`src/fdmon_pkg.sv`:
```
// package for the fast-detect dwell and signal monitor block
// assumes an 8-bit register port with 12-bit addresses on the output clock
package fdmon_pkg;
    localparam logic [11:0] ADDR_FD_UP_LOW       = 12'h247;
    localparam logic [11:0] ADDR_FD_UP_HIGH      = 12'h248;
    localparam logic [11:0] ADDR_FD_LOW_LOW      = 12'h249;
    localparam logic [11:0] ADDR_FD_LOW_HIGH     = 12'h24a;
    localparam logic [11:0] ADDR_FD_DWELL_LOW    = 12'h24b;
    localparam logic [11:0] ADDR_FD_DWELL_HIGH   = 12'h24c;
    localparam logic [11:0] ADDR_MON_SYNC_CTRL   = 12'h26f;
    localparam logic [11:0] ADDR_MON_CTRL        = 12'h270;
    localparam logic [11:0] ADDR_MON_PERIOD_LOW  = 12'h271;
    localparam logic [11:0] ADDR_MON_PERIOD_MID  = 12'h272;
    localparam logic [11:0] ADDR_MON_PERIOD_HIGH = 12'h273;
    localparam logic [11:0] ADDR_MON_PEAK_LOW    = 12'h275;
    localparam logic [11:0] ADDR_MON_PEAK_MID    = 12'h276;
    localparam logic [11:0] ADDR_MON_PEAK_HIGH   = 12'h277;
    localparam logic [11:0] ADDR_MON_FRAME_CNT   = 12'h278;
    localparam int          SYNC_EN_BIT          = 0;
    localparam int          SYNC_NEXT_BIT        = 1;
    localparam int          PEAK_EN_BIT          = 1;
    localparam int          THR_W                = 13;
    localparam int          DWELL_W              = 16;
    localparam int          PERIOD_W             = 24;
    localparam int          PEAK_W               = 20;
    localparam logic [7:0]  PERIOD_LOW_RESET     = 8'h80;
    localparam logic [23:0] PERIOD_RESET         = {16'h0000, PERIOD_LOW_RESET};

    typedef struct packed {
        logic [THR_W-1:0]   upper;
        logic [THR_W-1:0]   lower;
        logic [DWELL_W-1:0] dwell;
    } fd_cfg_t;

    typedef enum logic [1:0] {
        FD_IDLE  = 2'b00,
        FD_HIGH  = 2'b01,
        FD_DWELL = 2'b10
    } fd_state_t;
endpackage : fdmon_pkg

```
`src/fd_dwell.sv`:
```
// one channel of fast-detect threshold flag with dwell release
// assumes magnitude samples arrive on the output clock with a valid strobe
`timescale 1ns/1ns
module fd_dwell import fdmon_pkg::*; (
    input  wire logic             clk,
    input  wire logic             rst,
    input  wire fd_cfg_t          cfg,
    input  wire logic             valid,
    input  wire logic [THR_W-1:0] mag,
    output logic                  flag
);
    fd_state_t          st_q, st_d;
    logic [DWELL_W-1:0] cnt_q, cnt_d;

    always_comb begin
        st_d  = st_q;
        cnt_d = cnt_q;
        if (valid) begin
            case (st_q)
                FD_IDLE: begin
                    if (mag > cfg.upper) begin
                        st_d = FD_HIGH;
                    end
                end
                FD_HIGH: begin
                    if (mag < cfg.lower) begin
                        st_d  = FD_DWELL;
                        cnt_d = cfg.dwell;
                    end
                end
                FD_DWELL: begin
                    if (mag > cfg.upper) begin
                        st_d = FD_HIGH;
                    end else if (mag >= cfg.lower) begin
                        cnt_d = cfg.dwell;
                    end else if (cnt_q <= 16'h0001) begin
                        st_d = FD_IDLE;
                    end else begin
                        cnt_d = cnt_q - 16'h0001;
                    end
                end
                default: st_d = FD_IDLE;
            endcase
        end
    end

    always_ff @(posedge clk) begin
        if (rst) begin
            st_q  <= FD_IDLE;
            cnt_q <= '0;
        end else begin
            st_q  <= st_d;
            cnt_q <= cnt_d;
        end
    end

    assign flag = (st_q != FD_IDLE);
endmodule : fd_dwell

```
`src/fdmon_top.sv`:
```
// fast-detect dwell logic for two channels and the signal monitor peak detector
// assumes a synchronous byte register port; sysref is an asynchronous pin
// What this block does
// - dwell counter loads programmed value; flag drops after that many samples below lower, after one when the value is zero
// - next-edge cleared resyncs on every rising sysref edge; set uses only first edge
// - in next-edge mode the sync enable bit clears when the edge arrives
// - no monitor sync while enable bit is zero; setting it arms sync
// - peak detector runs only while its enable bit is one
// - monitor period is 24-bit, low byte resets to 0x80, odd values accepted as written too
// - magnitude compared against 13-bit upper and lower thresholds
// - frame counter increments at each period expiry and is readable
`timescale 1ns/1ns
module fdmon_top import fdmon_pkg::*; (
    input  wire logic             MCLK,
    input  wire logic             SYS_RST,
    input  wire logic             REG_WR,
    input  wire logic             REG_RD,
    input  wire logic [11:0]      REG_ADDR,
    input  wire logic [7:0]       REG_WDATA,
    output logic      [7:0]       REG_RDATA,
    input  wire logic             SYSREF,
    input  wire logic             SAMPLE_VALID,
    input  wire logic [THR_W-1:0] MAG_FIRST,
    input  wire logic [THR_W-1:0] MAG_SECOND,
    output logic                  THRESHOLD_FLAG_OUT_FIRST,
    output logic                  THRESHOLD_FLAG_OUT_SECOND
);
    fd_cfg_t             cfg_q, cfg_d;
    logic                sync_en_q, sync_en_d;
    logic                sync_next_q, sync_next_d;
    logic                peak_en_q, peak_en_d;
    logic [PERIOD_W-1:0] period_q, period_d;
    logic [7:0]          rdata_q, rdata_d;
    logic [2:0]          sref_q;
    logic                sref_edge;
    logic                resync;
    logic [PERIOD_W-1:0] pcnt_q, pcnt_d;
    logic [PEAK_W-1:0]   peak_q, peak_d;
    logic [PEAK_W-1:0]   result_q, result_d;
    logic [7:0]          frame_q, frame_d;
    logic                flag_a, flag_b;
    logic                fa_q, fb_q;
    logic [THR_W-1:0]    mag_max;

    // sysref passes two flops before the edge detector reads the second
    always_ff @(posedge MCLK) begin
        if (SYS_RST) begin
            sref_q <= 3'b000;
        end else begin
            sref_q <= {sref_q[1:0], SYSREF};
        end
    end
    assign sref_edge = sref_q[1] & ~sref_q[2];
    assign resync    = sref_edge & sync_en_q;

    always_comb begin
        cfg_d       = cfg_q;
        sync_en_d   = sync_en_q;
        sync_next_d = sync_next_q;
        peak_en_d   = peak_en_q;
        period_d    = period_q;
        if (REG_WR) begin
            case (REG_ADDR)
                ADDR_FD_UP_LOW:       cfg_d.upper[7:0]   = REG_WDATA;
                ADDR_FD_UP_HIGH:      cfg_d.upper[12:8]  = REG_WDATA[4:0];
                ADDR_FD_LOW_LOW:      cfg_d.lower[7:0]   = REG_WDATA;
                ADDR_FD_LOW_HIGH:     cfg_d.lower[12:8]  = REG_WDATA[4:0];
                ADDR_FD_DWELL_LOW:    cfg_d.dwell[7:0]   = REG_WDATA;
                ADDR_FD_DWELL_HIGH:   cfg_d.dwell[15:8]  = REG_WDATA;
                ADDR_MON_SYNC_CTRL: begin
                    sync_en_d   = REG_WDATA[SYNC_EN_BIT];
                    sync_next_d = REG_WDATA[SYNC_NEXT_BIT];
                end
                ADDR_MON_CTRL:        peak_en_d          = REG_WDATA[PEAK_EN_BIT];
                ADDR_MON_PERIOD_LOW:  period_d[7:0]      = REG_WDATA;
                ADDR_MON_PERIOD_MID:  period_d[15:8]     = REG_WDATA;
                ADDR_MON_PERIOD_HIGH: period_d[23:16]    = REG_WDATA;
                default: ;
            endcase
        end
        // hardware clear wins over a same-cycle software write of the enable
        if (resync && sync_next_q) begin
            sync_en_d = 1'b0;
        end
    end

    always_comb begin
        rdata_d = 8'h00;
        if (REG_RD) begin
            case (REG_ADDR)
                ADDR_FD_UP_LOW:       rdata_d = cfg_q.upper[7:0];
                ADDR_FD_UP_HIGH:      rdata_d = {3'b000, cfg_q.upper[12:8]};
                ADDR_FD_LOW_LOW:      rdata_d = cfg_q.lower[7:0];
                ADDR_FD_LOW_HIGH:     rdata_d = {3'b000, cfg_q.lower[12:8]};
                ADDR_FD_DWELL_LOW:    rdata_d = cfg_q.dwell[7:0];
                ADDR_FD_DWELL_HIGH:   rdata_d = cfg_q.dwell[15:8];
                ADDR_MON_SYNC_CTRL:   rdata_d = {6'h00, sync_next_q, sync_en_q};
                ADDR_MON_CTRL:        rdata_d = {6'h00, peak_en_q, 1'b0};
                ADDR_MON_PERIOD_LOW:  rdata_d = period_q[7:0];
                ADDR_MON_PERIOD_MID:  rdata_d = period_q[15:8];
                ADDR_MON_PERIOD_HIGH: rdata_d = period_q[23:16];
                ADDR_MON_PEAK_LOW:    rdata_d = result_q[7:0];
                ADDR_MON_PEAK_MID:    rdata_d = result_q[15:8];
                ADDR_MON_PEAK_HIGH:   rdata_d = {4'h0, result_q[19:16]};
                ADDR_MON_FRAME_CNT:   rdata_d = frame_q;
                default:              rdata_d = 8'h00;
            endcase
        end
    end

    always_ff @(posedge MCLK) begin
        if (SYS_RST) begin
            cfg_q       <= '0;
            sync_en_q   <= 1'b0;
            sync_next_q <= 1'b0;
            peak_en_q   <= 1'b0;
            period_q    <= PERIOD_RESET;
            rdata_q     <= 8'h00;
        end else begin
            cfg_q       <= cfg_d;
            sync_en_q   <= sync_en_d;
            sync_next_q <= sync_next_d;
            peak_en_q   <= peak_en_d;
            period_q    <= period_d;
            rdata_q     <= rdata_d;
        end
    end
    assign REG_RDATA = rdata_q;

    assign mag_max = (MAG_FIRST > MAG_SECOND) ? MAG_FIRST : MAG_SECOND;

    // period counter counts down; a period of zero or one expires every cycle
    always_comb begin
        pcnt_d   = pcnt_q;
        peak_d   = peak_q;
        result_d = result_q;
        frame_d  = frame_q;
        if (!peak_en_q) begin
            pcnt_d = period_q;
            peak_d = '0;
        end else if (resync) begin
            pcnt_d = period_q;
            peak_d = '0;
        end else if (pcnt_q <= 24'h00_0001) begin
            pcnt_d   = period_q;
            result_d = peak_q;
            peak_d   = '0;
            frame_d  = frame_q + 8'h01;
        end else begin
            pcnt_d = pcnt_q - 24'h00_0001;
            if (SAMPLE_VALID && ({7'h00, mag_max} > peak_q)) begin
                peak_d = {7'h00, mag_max};
            end
        end
    end

    always_ff @(posedge MCLK) begin
        if (SYS_RST) begin
            pcnt_q   <= PERIOD_RESET;
            peak_q   <= '0;
            result_q <= '0;
            frame_q  <= 8'h00;
            fa_q     <= 1'b0;
            fb_q     <= 1'b0;
        end else begin
            pcnt_q   <= pcnt_d;
            peak_q   <= peak_d;
            result_q <= result_d;
            frame_q  <= frame_d;
            fa_q     <= flag_a;
            fb_q     <= flag_b;
        end
    end

    fd_dwell u_fd_first (
        .clk   (MCLK),
        .rst   (SYS_RST),
        .cfg   (cfg_q),
        .valid (SAMPLE_VALID),
        .mag   (MAG_FIRST),
        .flag  (flag_a)
    );

    fd_dwell u_fd_second (
        .clk   (MCLK),
        .rst   (SYS_RST),
        .cfg   (cfg_q),
        .valid (SAMPLE_VALID),
        .mag   (MAG_SECOND),
        .flag  (flag_b)
    );

    assign THRESHOLD_FLAG_OUT_FIRST  = fa_q;
    assign THRESHOLD_FLAG_OUT_SECOND = fb_q;
endmodule : fdmon_top

```
`config.mk`:
```
export PLATFORM = sky130hd
export DESIGN_NAME = fdmon_top
export DESIGN_NICKNAME = d
export VERILOG_FILES = /design/src/fdmon_pkg.sv /design/src/fd_dwell.sv /design/src/fdmon_top.sv
export SDC_FILE = /design/constraint.sdc
export NUM_CORES = 1
export LEC_CHECK = 0
export BUFFER_PORTS_ARGS = -buffer_cell sky130_fd_sc_hd__buf_2
export CAP_MARGIN = 15
export CORE_MARGIN = 1
export CORE_UTILIZATION = 31
export CTS_CLUSTER_DIAMETER = 150
export DETAILED_ROUTE_END_ITERATION = 12
export HOLD_SLACK_MARGIN = 0.02
export PLACE_DENSITY = 0.56
export SYNTH_ARGS = -nofsm -noshare
export SYNTH_HDL_FRONTEND = slang
export SYNTH_HIERARCHICAL = 1
export SYNTH_SLANG_ARGS = --single-unit
```
`constraint.sdc`:
```
create_clock -name MCLK -period 4.7 [get_ports MCLK]
set_clock_uncertainty 0.2 [all_clocks]
set_input_delay 0.235 -clock MCLK [delete_from_list [all_inputs] [get_ports MCLK]]
set_output_delay 0.235 -clock MCLK [all_outputs]
set_load 0.01 [all_outputs]
```
==> metrics.yaml, run 1 <==
worst_setup_path:
  crit_slowest_cell: "a41o_1"
  rrSetupSlack_ns: 1.33
  reg2reg_from: "cfg_q[19]"
  critPathKind: "input port to flip-flop"
  end_kind: "flip-flop"
  worstSetupPathDepth: 17
  arrival_ns: 3.95
  path_cells: "buf_2 -> inv_1 -> ha_1 -> and3_1 -> o21ai_0 -> a311o_1 -> a31oi_2 -> buf_4 -> mux2_2 -> ha_1 -> and4_1 -> and3_1 -> o21ai_0 -> a41o_1 -> buf_4 -> nand2_1 -> o211a_1"
  reg2regPathDepth: 9
  path_buf_inv: 4
  slowest_delay_ns: 0.43
  start_kind: "input port"
  critPathRequiredTime_ns: 4.84
  r2r-end: "u_fd_first/cnt_q[14]"
  cp_top_family: "compound AO/OA/AOI/OAI gates"
  path_max_fanout: 14
global_route:
  antenna_found_initial: 3
  overflow: 0
  grt_pass1_wl_um: 53700
  grt_usage_pct: 19.1
  grt_max_degree: 72
  first_global_vias: 9450
placement:
  gp_congestion: 0.909
  dpl_cell_area_um2: 11700
  pre_cts_slack_ns: 0.460
  numPortBuffers: 61
  dp_hpwl_um: 25400
cells_and_area:
  final_core_util_pct: 35.6
  area_growth_pct: 12.0
  drive_gt1_share_pct: 12.3
  nets: 1507
  post-route-cell-area_um2: 12400
  fill_cells: 3641
synth:
  synth-main-ff-cell: "dfxtp_1"
  synth.cells.most_frequent: "dfxtp_1, nand2_1, nor2_1, a21oi_1, inv_1"
  synth_area_leaders: "dfxtp_1, ha_1, nand2_1"
  synth_nets: 1478
  synth_top_cell_by_area: "dfxtp_1"
  synth-seq-cells: 176
  syn_inst: 1341
  synth_top_cell_area_share_pct: 31.8
  synth_most_common_cell: "dfxtp_1"
  yosysSeqAreaShare_pct: 31.8
  syn_area_um2: 11100
  postSynthAreaPerCell_um2: 8.27
  synth_cell_type_count: 81
  synth-edff-count: 0
  yosys_warnings: 6
  async_flop_share_pct: 0
clocking:
  cts_tree: "yes"
  cts_setup_buffers: 0
  cts_buffer_depth: 2
  cts_resized: 0
  cts_inserted_buffers: 17
  cts.clk_slew.worst_paths_ns: 0.07
  root_buffer: "clkbuf_16"
  clock_latency_ns: 0.45
  htree_levels: 4
  postCtsHoldBufs: 10
  cts_sinks: 176
floorplanning:
  core_area_um2: 34900
  io_pins: 62
  dieArea_um2: 36500
  die_x_um: 191
  start_util_pct: 31.8
  die_height_um: 191
  rows: 68
drt:
  vias: 10100
  first_pass_iters: 5
  drt-total-wl_um: 34500
  first_iter_violations: 935
  wire_per_inst_um: 18.7
  vias_per_cell: 5.49
  drc: 0
  drtAntennaViolNets: 0
timing:
  fin_tns_setup_ns: 0
  setup_violations: 0
  slew_headroom_pct: 24.7
  fin_ws_ns: 0.890
  worst_pin_slew_ns: 1.12
  max_freq_mhz: 262
  hold_viol_final: 0
  finalCritPeriodShare_pct: 81.1
  period_minus_slack_ns: 3.81
  rsz0062_at_grt: "no"
  final_max_slew_viol_count: 0
worst_hold_path:
  worstHoldPathCells: 3
  min_from: "MAG_SECOND[10]"
  worstHoldEndpoint: "peak_q[10]"
  hold_class: "input port to flip-flop"
pwr:
  peakVddDrop_uv: 240
  p_leak_nw: 4.44
  power_density_nw_per_um2: 273
status:
  status: "complete, no violations"
run:
  maxCapViolCount: 0
[worst reg2reg max path: stages (launching register included)]
cell and delay (ns):
dfxtp_1 0.43, inv_1 0.07, ha_1 0.31, and4_1 0.22
a21oi_1 0.07, a211oi_1 0.56, or3_1 0.81, nor2_1 0.10
or3_1 0.33, a32oi_1 0.20
[flip-flops by register name (all words and copies together), names as in the netlist]
signal and count:
u_fd_second/st_q 2, REG_RDATA 8, u_fd_first/st_q 2, cfg_q 42
peak_en_q 1, THRESHOLD_FLAG_OUT_SECOND 1, u_fd_first/cnt_q 16, pcnt_q 24
peak_q 13, frame_q 8, sref_q 3, sync_next_q 1
result_q 13, THRESHOLD_FLAG_OUT_FIRST 1, period_q 24, sync_en_q 1
u_fd_second/cnt_q 16
[worst max path at each step]
stage | start | endpoint | slack [ns]
after global placement | MAG_SECOND[4] | peak_q[2] | 0.58
after floorplan | MAG_SECOND[4] | peak_q[10] | 0.90
after detailed placement | MAG_SECOND[4] | peak_q[8] | 0.46
final | MAG_SECOND[4] | peak_q[8] | 0.89
after CTS | MAG_SECOND[4] | peak_q[8] | 0.92
after global routing | MAG_SECOND[4] | peak_q[6] | 0.60
[per-stage QoR]
step	std cells	total power [mW]	hold slack, ns
final	1840	3.40	0.0609
after global routing	1839	3.53	0.0632
after CTS	1837	3.42	0.0503
after detailed placement	1795	1.89	0.234
after global placement	1795	1.88	0.228
after floorplan	1341	1.77	0.136
[power breakdown]
part           internal (mW)  switching, mW
Clock                  0.868          0.662
Sequential              1.50        0.00688
Combinational          0.132          0.231
[layout make-up]
type                            count  area, µm²  area share (%)
Antenna cell                        2       5.00          0.0403
Clock buffer                       20        447            3.59
Clock inverter                     12        174            1.40
Inverter                           97        364            2.93
Multi-Input combinational cell    997       6860            55.2
Sequential cell                   176       3520            28.3
Tap cell                          455        569            4.58
Timing Repair Buffer               81        483            3.89
[placed cells by master (no fill, tap or decap), types with 37 or more instances in the layout]
cell,count
nand3_1,42
nor2_1,110
nand2_1,168
dfxtp_1,176
a21oi_1,101
inv_1,95
buf_2,60
o21ai_0,43
ha_1,85
mux2i_1,37
[layer usage]
metal	part of all wire (%)	vias up	track usage (%)
li1	-	4924	-
met1	46	4875	25.6
met2	47	257	31.3
met3	4.2	39	2.77
met4	2.1	2	5.74
met5	0.032	-	0
[cell families (layout without fill, tap and decap cells)]
kind of cell,after synthesis,after routing,share of synthesized area (%)
compound gates,343,343,22.4
xor+xnor,26,26,2.05
fa+ha+maj,85,85,9.59
buf+inv,168,210,6.44
flops,176,176,31.8
mux,56,56,5.77
other cells,0,2,0
simple gates,487,487,22.0
No activity file was read; power rests on OpenSTA's default activity.
==> run 2, diff against run 1 <==
- ABC_AREA: not set -> 1
- clock period: 4.7 -> 3.7 ns (I/O delays scaled with it)
==> run 2 against run 1 <==
- non-clock buffer count rose by 11
- sequential power rose by 33%
- utilization fell by 0.15 points
- critical path depth rose by 5
- flip-flop and latch count did not move
- hold slack got worse by 0.033 ns
- final area rose by 7.0%
- sequential share of layout area fell by 1.9 points
- total power rose by 43%
- highest routed layer is now met4
- combinational power rose to 2.8 times the previous value
==> metrics.yaml, run 2 <==
floorplanning:
  start_util_pct: 31.4
  io_pins: 62
  core_area_um2: 37500
  rows: 71
  die_x_um: 197
  die_height_um: 197
  dieArea_um2: 38800
timing:
  fin_ws_ns: 0.254
  period_minus_slack_ns: 3.45
  max_freq_mhz: 290
  hold_viol_final: 0
  final_max_slew_viol_count: 0
  fin_tns_setup_ns: 0
  worst_pin_slew_ns: 0.761
  finalCritPeriodShare_pct: 93.1
  slew_headroom_pct: 49.2
  rsz0062_at_grt: "no"
  setup_violations: 0
synth:
  synth_top_cell_area_share_pct: 29.9
  yosys_warnings: 6
  syn_inst: 1815
  syn_area_um2: 11800
  synth.cells.most_frequent: "nand2_1, nor2_1, inv_1, dfxtp_1, nand3_1"
  synth_area_leaders: "dfxtp_1, nand2_1, nor2_1"
  synth_nets: 1952
  postSynthAreaPerCell_um2: 6.49
  yosysSeqAreaShare_pct: 29.9
  synth_top_cell_by_area: "dfxtp_1"
  synth_cell_type_count: 37
  synth-main-ff-cell: "dfxtp_1"
  synth-seq-cells: 176
  synth-edff-count: 0
  synth_most_common_cell: "nand2_1"
  async_flop_share_pct: 0
global_route:
  grt_max_degree: 41
  first_global_vias: 10600
  grt_usage_pct: 18.5
  overflow: 0
  grt_pass1_wl_um: 55900
  antenna_found_initial: 0
run:
  maxCapViolCount: 0
cells_and_area:
  nets: 2005
  final_core_util_pct: 35.5
  area_growth_pct: 12.9
  largestRegisters: "cfg_q x42, pcnt_q x24, period_q x24"
  drive_gt1_share_pct: 8.94
  final_cell_mix: "nand2_1, nor2_1, inv_1"
  largest_register_ffs: 42
  diodes: 0
  regMostFlops: "cfg_q"
  final_common_cell: "nand2_1"
drt:
  wl_met3_um: 1120
  drc: 0
  vias: 11200
  met2WireLength_um: 16900
  wire_per_inst_um: 14.6
  first_pass_iters: 5
  wl_met1_um: 16300
  vias_per_cell: 4.69
  drtAntennaViolNets: 0
  top_layer: "met4"
  first_iter_violations: 671
  drt-total-wl_um: 35000
clocking:
  cts_setup_buffers: 0
  cts.clk_slew.worst_paths_ns: 0.07
  htree_levels: 4
  clock_latency_ns: 0.44
  cts_tree: "yes"
  root_buffer: "clkbuf_16"
  cts_buffer_depth: 2
  cts_sinks: 176
  cts_inserted_buffers: 17
pwr:
  power_mw: 4.87
  p_leak_nw: 6.00
  peakVddDrop_uv: 213
  power_density_nw_per_um2: 366
worst_hold_path:
  min_from: "REG_WDATA[5]"
  hold_class: "input port to flip-flop"
  worstHoldEndpoint: "period_q[13]"
  worstHoldPathCells: 3
worst_setup_path:
  reg2reg_from: "cfg_q[39]"
  rrSetupSlack_ns: 0.88
  arrival_ns: 3.58
  critPathRequiredTime_ns: 3.84
  path_max_fanout: 12
  critPathLaunch: "MAG_SECOND[8]"
  end_kind: "flip-flop"
  reg2regPathDepth: 13
  r2r-end: "u_fd_first/cnt_q[9]"
  start_kind: "input port"
  critPathKind: "input port to flip-flop"
status:
  status: "complete, no violations"
placement:
  numPortBuffers: 61
  dp_hpwl_um: 26300
  pre_cts_slack_ns: 0.179
  gp_congestion: 0.885
-- run 2: repair_timing --
action                                  in CTS  in global routing
endpoints found under the setup margin       0                 13
gates resized for setup                      0                  4
endpoints found under the hold margin       20                  0
hold buffers                                21                  0
-- run 2: metrics by stage --
step / cell area [µm²] / cells / hold WS [ns]
after global placement: 12500 / 2339 / 0.193
after floorplan: 11800 / 1815 / 0.0920
final: 13300 / 2391 / 0.0282
after CTS: 13300 / 2391 / 0.0216
after detailed placement: 12500 / 2339 / 0.198
after global routing: 13300 / 2391 / 0.0458
-- run 2: final cells by class --
class | count | area, µm²
Clock buffer | 20 | 467
Clock inverter | 11 | 131
Fill cell | 4129 | 24200
Inverter | 288 | 1080
Multi-Input combinational cell | 1293 | 6860
Sequential cell | 176 | 3520
Tap cell | 511 | 639
Timing Repair Buffer | 92 | 603
-- run 2: worst max path at each step --
stage / end / slack, ns / cells after the start
6_report: peak_q[9] / 0.25 / 22
5_1_grt: peak_q[1] / 0.04 / 22
4_1_cts: peak_q[12] / 0.10 / 20
3_5_place_dp: peak_q[12] / 0.18 / 19
3_3_place_gp: peak_q[4] / 0.18 / 21
2_1_floorplan: peak_q[10] / 0.82 / 23
-- run 2: logic make-up after synthesis --
logic type,synth area share [%]
AOI/OAI and AO/OA,12.5
and+or+nand+nor,33.4
adders and majority gates,9.03
buffers and inverters,12.0
xor gates and xnor gates,3.27
DFF,29.9
-- run 2: layer usage --
| metal | vias up | track usage, % |
|---|---|---|
| met3 | 39 | 2.31 |
| met5 | - | 0 |
| li1 | 5889 | - |
| met4 | 0 | 5.86 |
| met2 | 209 | 32.3 |
| met1 | 5083 | 23.5 |
-- run 2: critical path, stage by stage --
cell           delay, ns
dlygate4sd3_1       0.52
buf_2               0.17
inv_1               0.06
ha_1                0.29
a21oi_1             0.25
nand2_1             0.08
a21oi_1             0.12
nand2_1             0.13
buf_4               0.21
nand3_1             0.12
nand2_1             0.08
ha_1                0.27
nand2_1             0.06
inv_1               0.06
nand3_1             0.07
nor2_1              0.16
nand2_1             0.09
a21oi_1             0.23
buf_4               0.20
nand3_1             0.12
nand2_1             0.08
inv_1               0.03
-- run 2: report_power, final --
part           switching [mW]  total [mW]  internal [mW]
Clock                   0.824        1.88           1.05
Combinational           0.651        1.01          0.355
Sequential             0.0444        1.99           1.95
Total                    1.52        4.87           3.35
==> run 3, diff against run 2 <==
- REMOVE_ABC_BUFFERS: not set -> 1
==> run 3 against run 2 <==
- via count grew 0.55%
- hold slack lost 0.0051 ns
- sequential share of layout area shrank 0.18 points
- fmax grew 4.0%
- die area is the same
- final cell count grew 0.46%
- total power is essentially flat
- critical path type unchanged
- critical endpoint is now peak_q[12]
- highest routed layer unchanged
==> metrics.yaml, run 3 (synthesis results as in run 2) <==
timing:
  hold_ws_ns: 0.0231
  worst_pin_slew_ns: 0.914
  final_max_slew_viol_count: 0
  finalCritPeriodShare_pct: 89.5
  fin_tns_setup_ns: 0
  hold_viol_final: 0
  max_freq_mhz: 302
  slew_headroom_pct: 39.1
  setup_violations: 0
  period_minus_slack_ns: 3.31
global_route:
  antenna_found_initial: 0
  grt_max_degree: 63
  grt_usage_pct: 17.9
  first_global_vias: 10300
  overflow: 0
  grt_pass1_wl_um: 54400
worst_setup_path:
  crit_top_cell: "nand2_1"
  arrival_ns: 3.45
  critPathKind: "input port to flip-flop"
  slowest_delay_ns: 0.53
  end_kind: "flip-flop"
  critPathRequiredTime_ns: 3.84
  path_cells: "dlygate4sd3_1 -> buf_2 -> inv_1 -> ha_1 -> nand2_1 -> nor2_1 -> inv_1 -> nor2_1 -> nand2_1 -> nand2_1 -> buf_4 -> nand3_1 -> nand2_1 -> ha_1 -> a21oi_1 -> nand2_1 -> a21oi_1 -> nand2_1 -> nand2_2 -> nand2_1 -> nand3_1 -> nor2_1"
  path_buf_inv: 5
  start_kind: "input port"
  crit_slowest_cell: "dlygate4sd3_1"
  path_max_fanout: 14
  cp_top_family: "simple AND/OR/NAND/NOR gates"
clocking:
  cts_buffer_depth: 2
  cts_tree: "yes"
  cts_setup_buffers: 0
  cts.clk_slew.worst_paths_ns: 0.07
  htree_levels: 4
  cts_sinks: 176
  cts_inserted_buffers: 17
  root_buffer: "clkbuf_16"
  clock_latency_ns: 0.45
drt:
  drtAntennaViolNets: 0
  vias_per_cell: 4.70
  drc: 0
  vias: 11300
  drt-total-wl_um: 34000
  wire_per_inst_um: 14.2
  first_iter_violations: 811
  first_pass_iters: 5
pwr:
  seq_power_share_pct: 40.8
  switchingPower_mw: 1.55
  peakVddDrop_uv: 347
  combPwrFrac_pct: 20.5
  pwr-share-clk_pct: 38.7
  p_int_mw: 3.33
  power_density_nw_per_um2: 364
  power_mw: 4.87
  p_leak_nw: 6.04
  swShare_pct: 31.7
floorplanning:
  core_area_um2: 37500
  die_x_um: 197
  dieArea_um2: 38800
  io_pins: 62
  start_util_pct: 31.4
  rows: 71
  die_height_um: 197
cells_and_area:
  final_cell_mix: "nand2_1, nor2_1, inv_1"
  largest_register_ffs: 42
  instances_no_fill: 2402
  nets: 2015
  final_common_cell: "nand2_1"
  largestRegisters: "cfg_q x42, pcnt_q x24, period_q x24"
  drive_gt1_share_pct: 8.83
  fill_cells: 4111
  area_growth_pct: 13.7
  regMostFlops: "cfg_q"
  final_core_util_pct: 35.7
  diodes: 0
placement:
  dp_cells: 2339
  numPortBuffers: 61
  gp_congestion: 0.903
  dp_hpwl_um: 25900
run:
  maxCapViolCount: 0
worst_hold_path:
  hold_class: "input port to flip-flop"
status:
  status: "complete, no violations"
==> run 3: cell count changes in the layout (fill, tap and decap cells not counted), moves of 2 or more <==
cell,previous run,this run
inv_6,2,4
dlygate4sd3_1,21,31
inv_8,0,3
clkinv_4,3,1
clkbuf_1,0,2
clkbuf_8,3,0
==> run 3: path summary, 6_finish.rpt <==
kind                 start  slack [ns]  cells after the start                   end
max          MAG_SECOND[9]        0.39                     22            peak_q[12]
min            REG_ADDR[5]        0.02                      5           sync_next_q
max reg2reg      cfg_q[41]        0.77                     13  u_fd_second/cnt_q[9]
min reg2reg      sref_q[0]        0.21                      2             sref_q[1]
==> run 3: tightest hold or removal path, stage by stage <==
cell and delay [ns]:
buf_2 0.11, nand3_1 0.11, nor2_1 0.08, nand4_1 0.07, a21oi_1 0.06
==> run 3: per-layer routing <==
metal | vias to the layer above | track usage (%) | wire, µm
li1 | 5923 | - | -
met1 | 5101 | 25.0 | 17000
met2 | 218 | 28.1 | 15000
met3 | 40 | 1.93 | 1110
met4 | 0 | 7.18 | 947
met5 | - | 0 | 0
==> run 3: metrics by stage <==
step	setup slack [ns]	cell area [µm²]
2_1_floorplan	0.424	11500
3_3_place_gp	0.283	12500
3_5_place_dp	0.294	12500
4_1_cts	0.244	13400
5_1_grt	-0.00377	13400
6_report	0.387	13400
==> run 3: final cells by class <==
class | count | area (µm²) | share of cell area (%)
clock inverter | 13 | 169 | 1.26
tap | 511 | 639 | 4.77
sequential | 176 | 3520 | 26.3
inverter | 288 | 1080 | 8.07
clock buffer | 19 | 433 | 3.23
timing repair buffer | 102 | 691 | 5.16
multi-input combinational | 1293 | 6860 | 51.2
==> run 3: power by group through the flow <==
stage	Clock (mW)	Combinational (mW)	Sequential, mW
CTS	1.93	0.999	1.99
global placement	0	0.959	2.03
global route	2.00	1.15	2.00
floorplan	0	0.713	2.02
detailed placement	0	0.970	2.03
finish	1.89	0.999	1.99
==> run 3: what timing repair did <==
item                       CTS  global route
hold endpoints to repair    38             0
resized for setup            0             4
hold buffers                31             0
setup endpoints to repair    0            13
